<file path="src/pkg/fltc_map.svh">
// fltc_map.svh: register offsets, field positions, reset values and timing counts
// of the flash/torch LED mode controller. Included by bare name; definitions only.
`ifndef FLTC_MAP_SVH
`define FLTC_MAP_SVH

// register byte offsets on the AHB-Lite slave (one aligned word each)
`define FLTC_OFF_ENABLE      8'h00
`define FLTC_OFF_TORCH_BR    8'h04
`define FLTC_OFF_FLASH_BR    8'h08
`define FLTC_OFF_FLASH_DUR   8'h0c
`define FLTC_OFF_FLAGS       8'h10
`define FLTC_OFF_CONFIG1     8'h14
`define FLTC_OFF_GPIO        8'h18
`define FLTC_OFF_STATUS      8'h1c

// enable register fields
`define FLTC_EN_MODE_LSB     0
`define FLTC_EN_FES_BIT      2
`define FLTC_MODE_OFF        2'h0
`define FLTC_MODE_INDICATOR  2'h1
`define FLTC_MODE_TORCH      2'h2
`define FLTC_MODE_FLASH      2'h3

// flash duration register fields
`define FLTC_DUR_ILIM_BIT    5

// flags register fields
`define FLTC_FLG_TIMEOUT_BIT 0
`define FLTC_FLG_THERMAL_BIT 1

// configuration register 1 fields
`define FLTC_CFG1_POL_BIT    5
`define FLTC_CFG1_HWT_BIT    7

// general I/O register fields
`define FLTC_GPIO_EN_BIT     0
`define FLTC_GPIO_DIR_BIT    1
`define FLTC_GPIO_LVL_BIT    2
`define FLTC_GPIO_IN_BIT     3

// reset values
`define FLTC_RST_TORCH_BR    3'h0
`define FLTC_RST_FLASH_BR    4'hf
`define FLTC_RST_FLASH_DUR   5'h1f
`define FLTC_RST_ILIM        1'h1

// LED level codes: 0 off, 1..8 torch levels, 9..24 flash levels
`define FLTC_LVL_TORCH_BASE  5'h01
`define FLTC_LVL_FLASH_BASE  5'h09

// timing
`define FLTC_CLK_MHZ         100
`define FLTC_STEP_US         32
`define FLTC_STEP_CYC        (`FLTC_STEP_US * `FLTC_CLK_MHZ)
`define FLTC_TO_STEP_MS      32
`define FLTC_TO_STEP_CYC     (`FLTC_TO_STEP_MS * 1000 * `FLTC_CLK_MHZ)
`define FLTC_DEGLITCH_US     250
`define FLTC_DEGLITCH_CYC    (`FLTC_DEGLITCH_US * `FLTC_CLK_MHZ)

`endif

</file>
<file path="src/pkg/fltc_pkg.sv">
// fltc_pkg: types of the flash/torch LED mode controller.
// assumes nothing beyond a SystemVerilog compiler.
`default_nettype none
package fltc_pkg;

  typedef enum logic [1:0] {
    FLTC_ST_IDLE  = 2'b00,
    FLTC_ST_TORCH = 2'b01,
    FLTC_ST_FLASH = 2'b10
  } fltc_state_t;

  typedef struct packed {
    logic [4:0]  level;
    logic [15:0] tmr;
  } fltc_ramp_st_t;

  typedef struct packed {
    logic [31:0] cnt;
    logic        qual;
  } fltc_dgl_st_t;

  typedef struct packed {
    fltc_state_t state;
    logic [1:0]  mode;
    logic        fes;
    logic [2:0]  torch_br;
    logic [3:0]  flash_br;
    logic [4:0]  dur;
    logic        ilim;
    logic        to_flag;
    logic        tt_flag;
    logic        pc_pol;
    logic        hwt_en;
    logic        gp_en;
    logic        gp_dir;
    logic        gp_lvl;
    logic        strobe_d;
    logic        by_strobe;
    logic [31:0] to_cnt;
    logic        boost;
    logic        decided;
    logic        wr_pend;
    logic        rd_pend;
    logic [7:0]  addr;
    logic [31:0] hrdata;
    logic        hready;
    logic        hresp;
  } fltc_top_st_t;

endpackage : fltc_pkg
`default_nettype wire
</file>
<file path="src/logic/fltc_deglitch.sv">
// fltc_deglitch: qualifies a raw level that must hold for CYC cycles without a break.
// assumes the raw input is synchronous to hclk.
`timescale 1ns/100ps
`default_nettype none
module fltc_deglitch #(
  parameter int CYC = 25000
) (
  input  wire logic hclk,
  input  wire logic hresetn,
  input  wire logic raw,
  output logic      qual
);
  fltc_pkg::fltc_dgl_st_t q, d;

  always_comb begin
    d = q;
    if (!raw) begin
      // any drop restarts the interval
      d.cnt  = 32'h0;
      d.qual = 1'b0;
    end else if (q.cnt == 32'(CYC - 1)) begin
      d.qual = 1'b1;
    end else begin
      d.cnt = q.cnt + 32'h1;
    end
  end

  always_ff @(posedge hclk or negedge hresetn) begin
    if (!hresetn) begin
      q <= '0;
    end else begin
      q <= d;
    end
  end

  assign qual = q.qual;
endmodule : fltc_deglitch
`default_nettype wire

</file>
<file path="src/logic/fltc_ramp.sv">
// fltc_ramp: steps the LED level code up toward a target, one code per step interval.
// assumes a target that may change any cycle; zero means off at once.
`timescale 1ns/100ps
`default_nettype none
`include "fltc_map.svh"
module fltc_ramp #(
  parameter int STEP_CYC = `FLTC_STEP_CYC
) (
  input  wire logic       hclk,
  input  wire logic       hresetn,
  input  wire logic [4:0] target,
  output logic      [4:0] level
);
  fltc_pkg::fltc_ramp_st_t q, d;

  always_comb begin
    d = q;
    if (target == 5'h00) begin
      d.level = 5'h00;
      d.tmr   = 16'h0000;
    end else if (target < q.level) begin
      // dropping to a lower level is immediate, only rising is paced
      d.level = target;
      d.tmr   = 16'h0000;
    end else if (target > q.level) begin
      if (q.tmr == 16'(STEP_CYC - 1)) begin
        d.tmr   = 16'h0000;
        d.level = q.level + 5'h01;
      end else begin
        d.tmr = q.tmr + 16'h0001;
      end
    end else begin
      d.tmr = 16'h0000;
    end
  end

  always_ff @(posedge hclk or negedge hresetn) begin
    if (!hresetn) begin
      q <= '0;
    end else begin
      q <= d;
    end
  end

  assign level = q.level;
endmodule : fltc_ramp
`default_nettype wire

</file>
<file path="src/logic/fltc_top.sv">
// fltc_top: mode and sequencing logic of a flash/torch LED driver with an AHB-Lite slave.
// assumes all pin inputs are synchronous to hclk; hresetn stands for the hardware enable.
//
// Operation
// - mode field written 11 starts flash
// - mode field written 10 starts torch
// - rising flash trigger input starts flash regardless of mode field
// - sixteen flash levels from a four-bit flash brightness field
// - flash ramps through all torch then flash levels, one per 32 us
// - eight torch levels, three-bit field, ramp one level per 32 us
// - end select 1: flash ends only at timeout
// - end select 0: trigger low, mode written 00 or timeout ends flash
// - end select 0: trigger rising edge restarts the timeout count
// - any flash end turns LED fully off, even with torch enabled
// - flash end clears mode field to 00
// - five-bit timeout, 32 ms steps, 32 ms to 1024 ms
// - switch current limit select from duration register bit 5
// - thermal trip shuts LED, sets flag, blocks restart until flags read
// - over-temperature qualified for 250 us before latching
// - first near-input charge picks boost if headroom low, else pass
// - switching, once chosen, holds until shutdown and re-enable; here boost clears whenever the state returns to idle
// - pulse-cut active during flash forces torch; release restores flash
// - configuration bit 5 makes the pulse-cut input active low
// - hardware torch bit: pin high gives torch; flash has precedence
// - flash end in hardware torch clears the hardware torch bit
// - general I/O bit 0 makes the pin plain I/O, bits 2:1 set it
// - timeout derived by dividing the block clock
//
// Implementation choices: the address map and the AHB-Lite slave port.
`timescale 1ns/100ps
`default_nettype none
`include "fltc_map.svh"
module fltc_top #(
  parameter int TO_STEP_CYC  = `FLTC_TO_STEP_CYC,
  parameter int DEGLITCH_CYC = `FLTC_DEGLITCH_CYC,
  parameter int STEP_CYC     = `FLTC_STEP_CYC
) (
  input  wire logic        hclk,
  input  wire logic        hresetn,
  input  wire logic        hsel,
  input  wire logic [31:0] haddr,
  input  wire logic [1:0]  htrans,
  input  wire logic        hwrite,
  input  wire logic [2:0]  hsize,
  input  wire logic [31:0] hwdata,
  input  wire logic        hready,
  output logic      [31:0] hrdata,
  output logic             hreadyout,
  output logic             hresp,
  input  wire logic        flash_trigger_in,
  input  wire logic        general_io_pin_one_in,
  output logic             general_io_pin_one_out,
  output logic             general_io_pin_one_oe,
  input  wire logic        over_temp_in,
  input  wire logic        out_near_in_in,
  input  wire logic        headroom_low_in,
  output logic      [4:0]  led_level,
  output logic             boost_select,
  output logic             ilim_high
);
  fltc_pkg::fltc_top_st_t q, d;

  logic [4:0] target;
  logic       tt_qual;

  // timeout limit in cycles for a five-bit setting: (n+1) steps of the unit
  function automatic logic [31:0] to_limit(input logic [4:0] dur);
    to_limit = 32'((32'(dur) + 32'h1) * 32'(TO_STEP_CYC));
  endfunction : to_limit

  function automatic logic [31:0] rd_mux(input fltc_pkg::fltc_top_st_t s,
                                         input logic                  pin,
                                         input logic [4:0]            lvl);
    rd_mux = 32'h0;
    case (s.addr)
      `FLTC_OFF_ENABLE:    rd_mux = {29'h0, s.fes, s.mode};
      `FLTC_OFF_TORCH_BR:  rd_mux = {29'h0, s.torch_br};
      `FLTC_OFF_FLASH_BR:  rd_mux = {28'h0, s.flash_br};
      `FLTC_OFF_FLASH_DUR: rd_mux = {26'h0, s.ilim, s.dur};
      `FLTC_OFF_FLAGS:     rd_mux = {30'h0, s.tt_flag, s.to_flag};
      `FLTC_OFF_CONFIG1:   rd_mux = {24'h0, s.hwt_en, 1'b0, s.pc_pol, 5'h00};
      `FLTC_OFF_GPIO:      rd_mux = {28'h0, pin, s.gp_lvl, s.gp_dir, s.gp_en};
      `FLTC_OFF_STATUS:    rd_mux = {24'h0, s.state, s.boost, lvl};
      default:             rd_mux = 32'h0;
    endcase
  endfunction : rd_mux

  always_comb begin
    logic        acc;
    logic        wr;
    logic        pc_act;
    logic        hwt;
    logic        s_rise;
    logic        s_fall;
    logic        lock;
    logic        flash_req;
    logic        wr_off;
    logic        end_to;
    logic        end_sw;
    logic        set_to;
    logic [1:0]  wmode;
    acc       = 1'b0;
    wr        = 1'b0;
    pc_act    = 1'b0;
    hwt       = 1'b0;
    s_rise    = 1'b0;
    s_fall    = 1'b0;
    lock      = 1'b0;
    flash_req = 1'b0;
    wr_off    = 1'b0;
    end_to    = 1'b0;
    end_sw    = 1'b0;
    set_to    = 1'b0;
    wmode     = 2'h0;
    d         = q;
    d.hresp   = 1'b0;

    // shared pin: plain I/O overrides both pulse-cut and hardware torch
    pc_act = !q.gp_en && !q.hwt_en && (general_io_pin_one_in ^ q.pc_pol);
    hwt    = !q.gp_en && q.hwt_en && general_io_pin_one_in;
    s_rise = flash_trigger_in && !q.strobe_d;
    s_fall = !flash_trigger_in && q.strobe_d;
    d.strobe_d = flash_trigger_in;
    lock   = q.tt_flag;
    wmode  = hwdata[`FLTC_EN_MODE_LSB +: 2];
    wr     = q.wr_pend;
    wr_off = wr && (q.addr == `FLTC_OFF_ENABLE) && (wmode == `FLTC_MODE_OFF);
    flash_req = (q.mode == `FLTC_MODE_FLASH) || s_rise;

    // mode sequencing
    case (q.state)
      fltc_pkg::FLTC_ST_IDLE, fltc_pkg::FLTC_ST_TORCH: begin
        if (lock) begin
          d.state = fltc_pkg::FLTC_ST_IDLE;
        end else if (flash_req) begin
          d.state     = fltc_pkg::FLTC_ST_FLASH;
          d.to_cnt    = 32'h0;
          d.by_strobe = s_rise && (q.mode != `FLTC_MODE_FLASH);
        end else if ((q.mode == `FLTC_MODE_TORCH) || hwt) begin
          d.state = fltc_pkg::FLTC_ST_TORCH;
        end else begin
          d.state = fltc_pkg::FLTC_ST_IDLE;
        end
      end
      fltc_pkg::FLTC_ST_FLASH: begin
        d.to_cnt = q.to_cnt + 32'h1;
        end_to   = q.to_cnt >= (to_limit(q.dur) - 32'h1);
        end_sw   = !q.fes && ((q.by_strobe && s_fall) || wr_off);
        if (lock || end_to || end_sw) begin
          d.state  = fltc_pkg::FLTC_ST_IDLE;
          d.mode   = `FLTC_MODE_OFF;
          d.hwt_en = 1'b0;
          set_to   = end_to;
        end else if (!q.fes && s_rise) begin
          d.to_cnt    = 32'h0;
          d.by_strobe = 1'b1;
        end
      end
      default: begin
        d.state = fltc_pkg::FLTC_ST_IDLE;
      end
    endcase

    // pass or boost: first near-input decides; low headroom later still picks boost, which is then sticky
    if (q.state == fltc_pkg::FLTC_ST_IDLE) begin
      d.boost   = 1'b0;
      d.decided = 1'b0;
    end else if (!q.decided) begin
      if (out_near_in_in) begin
        d.decided = 1'b1;
        d.boost   = headroom_low_in;
      end
    end else if (headroom_low_in) begin
      d.boost = 1'b1;
    end

    // AHB-Lite: writes take no wait, reads take one wait state
    acc = hsel && htrans[1] && hready;
    if (wr) begin
      case (q.addr)
        `FLTC_OFF_ENABLE: begin
          d.mode = wmode;
          d.fes  = hwdata[`FLTC_EN_FES_BIT];
        end
        `FLTC_OFF_TORCH_BR:  d.torch_br = hwdata[2:0];
        `FLTC_OFF_FLASH_BR:  d.flash_br = hwdata[3:0];
        `FLTC_OFF_FLASH_DUR: begin
          d.dur  = hwdata[4:0];
          d.ilim = hwdata[`FLTC_DUR_ILIM_BIT];
        end
        `FLTC_OFF_CONFIG1: begin
          d.pc_pol = hwdata[`FLTC_CFG1_POL_BIT];
          d.hwt_en = hwdata[`FLTC_CFG1_HWT_BIT];
        end
        `FLTC_OFF_GPIO: begin
          d.gp_en  = hwdata[`FLTC_GPIO_EN_BIT];
          d.gp_dir = hwdata[`FLTC_GPIO_DIR_BIT];
          d.gp_lvl = hwdata[`FLTC_GPIO_LVL_BIT];
        end
        default: begin
        end
      endcase
    end
    d.wr_pend = acc && hwrite;
    d.rd_pend = acc && !hwrite;
    if (acc) begin
      d.addr = haddr[7:0];
    end
    if (acc && !hwrite) begin
      d.hready = 1'b0;
    end
    if (q.rd_pend) begin
      d.hrdata = rd_mux(q, general_io_pin_one_in, led_level);
      d.hready = 1'b1;
      if (q.addr == `FLTC_OFF_FLAGS) begin
        d.to_flag = 1'b0;
        d.tt_flag = 1'b0;
      end
    end

    // hardware sets after the read clear, so a coincident event survives
    if (set_to) begin
      d.to_flag = 1'b1;
    end
    if (tt_qual) begin
      d.tt_flag = 1'b1;
    end
  end

  // level target: torch codes 1..8, flash codes 9..24
  always_comb begin
    case (q.state)
      fltc_pkg::FLTC_ST_TORCH: target = `FLTC_LVL_TORCH_BASE + {2'h0, q.torch_br};
      fltc_pkg::FLTC_ST_FLASH: begin
        if (pc_cut_now()) begin
          target = `FLTC_LVL_TORCH_BASE + {2'h0, q.torch_br};
        end else begin
          target = `FLTC_LVL_FLASH_BASE + {1'b0, q.flash_br};
        end
      end
      default: target = 5'h00;
    endcase
  end

  function automatic logic pc_cut_now();
    pc_cut_now = !q.gp_en && !q.hwt_en && (general_io_pin_one_in ^ q.pc_pol);
  endfunction : pc_cut_now

  always_ff @(posedge hclk or negedge hresetn) begin
    if (!hresetn) begin
      q          <= '0;
      q.state    <= fltc_pkg::FLTC_ST_IDLE;
      q.torch_br <= `FLTC_RST_TORCH_BR;
      q.flash_br <= `FLTC_RST_FLASH_BR;
      q.dur      <= `FLTC_RST_FLASH_DUR;
      q.ilim     <= `FLTC_RST_ILIM;
      q.hready   <= 1'b1;
    end else begin
      q <= d;
    end
  end

  // steps through torch and flash codes at the 32 us pace
  fltc_ramp #(
    .STEP_CYC (STEP_CYC)
  ) u_ramp (
    .hclk    (hclk),
    .hresetn (hresetn),
    .target  (target),
    .level   (led_level)
  );

  // noise on ground during boost can hold this off; that is accepted
  fltc_deglitch #(
    .CYC (DEGLITCH_CYC)
  ) u_tt_dgl (
    .hclk    (hclk),
    .hresetn (hresetn),
    .raw     (over_temp_in),
    .qual    (tt_qual)
  );

  assign hrdata                 = q.hrdata;
  assign hreadyout              = q.hready;
  assign hresp                  = q.hresp;
  assign boost_select           = q.boost;
  assign ilim_high              = q.ilim;
  assign general_io_pin_one_out = q.gp_lvl;
  assign general_io_pin_one_oe  = q.gp_en && q.gp_dir;
endmodule : fltc_top
`default_nettype wire

</file>
<file path="config.mk">
export PLATFORM = sky130hd
export DESIGN_NAME = fltc_top
export DESIGN_NICKNAME = d
export VERILOG_FILES = /design/src/pkg/fltc_pkg.sv /design/src/logic/fltc_deglitch.sv /design/src/logic/fltc_ramp.sv /design/src/logic/fltc_top.sv
export VERILOG_INCLUDE_DIRS = /design/src /design/src/pkg
export SDC_FILE = /design/constraint.sdc
export NUM_CORES = 1
export LEC_CHECK = 0
export BUFFER_PORTS_ARGS = -buffer_cell sky130_fd_sc_hd__buf_2
export CORE_ASPECT_RATIO = 0.8
export CORE_MARGIN = 5
export CORE_UTILIZATION = 40
export CTS_BUF_LIST = sky130_fd_sc_hd__clkbuf_4
export DETAILED_ROUTE_END_ITERATION = 16
export GPL_ROUTABILITY_DRIVEN = 0
export PLACE_DENSITY = 0.6
export SLEW_MARGIN = 20
export SYNTH_ARGS = -nofsm -noshare
export SYNTH_HDL_FRONTEND = slang
export SYNTH_HIERARCHICAL = 1
export SYNTH_SLANG_ARGS = --single-unit
</file>
<file path="constraint.sdc">
create_clock -name hclk -period 13.6 [get_ports hclk]
set_input_delay 0.68 -clock hclk [delete_from_list [all_inputs] [get_ports hclk]]
set_output_delay 0.68 -clock hclk [all_outputs]
set_load 0.01 [all_outputs]
</file>
==> impl_metrics.toml <==
[run_status]
status = "finished clean"

[global_routing]
grt_pass1_vias = 6878
overflow = 0
antenna_found_initial = 2
track_usage_pct = 15.7
grt_max_degree = 73
grt_pass1_wl_microns = 35100

[logic_synthesis]
async_reset_ff_share_pct = 100
ys_seq_area_share_pct = 35.9
synth_top_family_by_area = "simple AND/OR/NAND/NOR gates"
yosysUniqueCellTypes = 87
synth_edf_count = 0
synth_top_cells_by_count = "123 x dfrtp_1, 82 x nand2_1, 79 x nor2_1"
netlist_area_sq_um = 9390
yosys_register_bits = 134
synth_area_leader_cell = "dfrtp_1"
synth.mux.area_fraction_pct = 3.96
syn_avg_cell_area_sq_um = 9.25
syn_inst = 1015
synth.most_common_cell = "dfrtp_1"
synth_adder_area_share_pct = 10.6
synthSimpleGateAreaFrac_pct = 23.1
synth_xor_area_share_pct = 6.53
synth_compound_area_share_pct = 13.4
yosys_warnings = 6
synth.top_cell.area_share_pct = 32.8
yosys-top-cells-area = "dfrtp_1 33%, ha_1 9.7%, xnor2_1 3.5%"
synth_flop_cell = "dfrtp_1"

[clocking]
cts_made_buffers = 17
cts_sinks = 134
cts_max_level = 4
cts_setup_buffers = 0
cts_resized = 0
ctsLongestPathBuffers = 2
cts_tree = "done"
path_clk_slew_ns = 0.13
clockRootBuffer = "clkbuf_4"
ctsHoldBuffers = 0
clk_latency_ns = 0.56

[die]
die_h_microns = 147
start_util_pct = 40.3
core_sq_um = 23300
die_area_sq_um = 26700
die_x_microns = 181
pin_count = 122
rows = 50

[power_and_ir_drop]
power.density_nw_per_um2 = 96.9
finalPower_mw = 0.970
ir_worst_vdd_v = 0.0000724
p_leak_nw = 4.54

[setup_path]
critical_path_buf_inv_count = 0
worstSetupEndpointType = "flop"
slowest_stage = "o21ai_2"
r2r-start = "q[88]"
cpMostUsedCell = "ha_1"
worst-setup-path-type = "reg -> reg"
timing.rr.end = "q[65]"
startpoint_type = "flop"
required_ns = 14.05
max_stage_delay_ns = 0.68
rrSetupSlack_ns = 6.10
reg2reg_depth = 23
crit_arrival_ns = 7.95
path_delay_family = "compound AO/OA/AOI/OAI gates"
crit_fanout = 20
crit_path_cell_trace = "ha_1 > xor2_1 > ha_1 > ha_1 > ha_1 > ha_1 > fa_1 > a21o_1 > a221oi_2 > o21ai_1 > nand2b_1 > a31o_2 > xnor2_1 > nand4_1 > ha_1 > a21o_1 > a21o_1 > a21oi_1 > o221a_2 > o211ai_2 > o21ai_2 > nor3_1 > a211o_1"

[worst_hold_path]
min_path_type = "in -> async"

[drt]
drt_iter0_drc = 419
vias = 7292
firstDrtPassIters = 5
final_antenna_net_count = 0
route.final.wire_length_microns = 20700
viasPerCell = 5.36
wl_per_cell_microns = 15.2
post-route-drc-count = 0

[sta]
skew_ns = 0.0215
drv_slew = 0
fmax_ghz = 0.133
setup_viol = 0
setup_tns_ns = 0
tightest_slew_ns = 0.953
post-route-period-util_pct = 55.1
period_minus_slack_ns = 7.50
slew_headroom_pct = 36.4
rsz0062_at_grt = "false"
hold_viol = 0

[final_layout]
drive_above_1_share_pct = 14.0
syn2layout_area_growth_pct = 6.58
design_area_sq_um = 10000
fill_cells = 2301
finalNetCount = 1189
final_cells = 1360

[place]
place_hpwl_microns = 15200
numPortBuffers = 43
dpl.cell_count = 1326
dpl-instance-area_sq_um = 9680

[job]
cap_violations = 0
## kinds of logic (layout without fill, tap and decap cells)
family | Yosys count | in the layout
simple gates | 393 | 393
compound gates | 187 | 187
flops | 134 | 134
buf+inv | 119 | 126
fa+ha+maj | 77 | 77
xor+xnor | 70 | 70
mux | 34 | 34
other cells | 1 | 27
## stage by stage
stage                     worst slack [ns]  utilization (%)  hold WS, ns
after floorplan                       7.41                -        0.384
after global placement                6.16             41.6        0.445
after detailed placement              6.13             41.6        0.463
after CTS                             6.09             43.0       0.0562
after global routing                  5.72             43.0       0.0814
final                                 6.10             43.0       0.0683
## area by class of cell
cell class	count	area, sq um	share of cell area, %
well taps	312	390	3.90
inverters	48	180	1.80
flip-flops and latches	134	3370	33.7
diodes	2	5.00	0.0500
repair buffers	46	244	2.44
multi-input cells	786	5500	55.0
clock inverters	15	193	1.93
clock buffers	17	128	1.28
## routing by layer
metal | up-vias | global-route usage [%] | share of wire (%)
li1 | 3674 | - | -
met1 | 3502 | 23.6 | 51
met2 | 103 | 23.5 | 44
met3 | 13 | 2.97 | 4.0
met4 | 0 | 3.64 | 0.94
met5 | - | 0 | 0
## flip-flops by register name, summed over array words and instances (netlist names)
name	cells
general_io_pin_one_out	1
u_ramp/level	5
u_tt_dgl/qual	1
hreadyout	1
q	68
hrdata	8
ilim_high	1
boost_select	1
u_ramp/q	16
u_tt_dgl/q	32
## worst max path at each step
stage                        to  start  cells past startpoint
after CTS                 q[65]  q[88]                     23
after global routing      q[65]  q[88]                     23
after floorplan           q[65]  q[88]                     24
after detailed placement  q[65]  q[88]                     23
final                     q[65]  q[88]                     23
after global placement    q[65]  q[88]                     23
## where the power goes
group / total [mW] / switching [mW] / internal (mW)
sequential: 0.440 / 0.0228 / 0.418
clock: 0.302 / 0.170 / 0.132
combinational: 0.227 / 0.133 / 0.0942
## placed cells by master, fill, tap and decap left out, types with 11 or more instances in the layout
| cell | synthesis | routed |
|---|---|---|
| dfrtp_1 | 123 | 123 |
| nand2_1 | 82 | 82 |
| nor2_1 | 79 | 79 |
| ha_1 | 73 | 73 |
| nand3_1 | 53 | 53 |
| inv_1 | 48 | 48 |
| a21oi_1 | 46 | 46 |
| buf_2 | 8 | 42 |
| xnor2_1 | 37 | 37 |
| xor2_1 | 33 | 33 |
| o21ai_0 | 32 | 32 |
| nand4_1 | 31 | 31 |
| conb_1 | 1 | 25 |
| or4_1 | 23 | 23 |
| a21o_1 | 21 | 21 |
| mux2_2 | 21 | 21 |
| or3_1 | 17 | 17 |
| and3_1 | 17 | 17 |
| clkbuf_4 | 0 | 17 |
| nor3_1 | 15 | 15 |
| o31ai_1 | 15 | 15 |
| and2_1 | 12 | 12 |
| mux2i_1 | 12 | 12 |
| dfstp_2 | 11 | 11 |
Power figures use the tool's default switching activity.
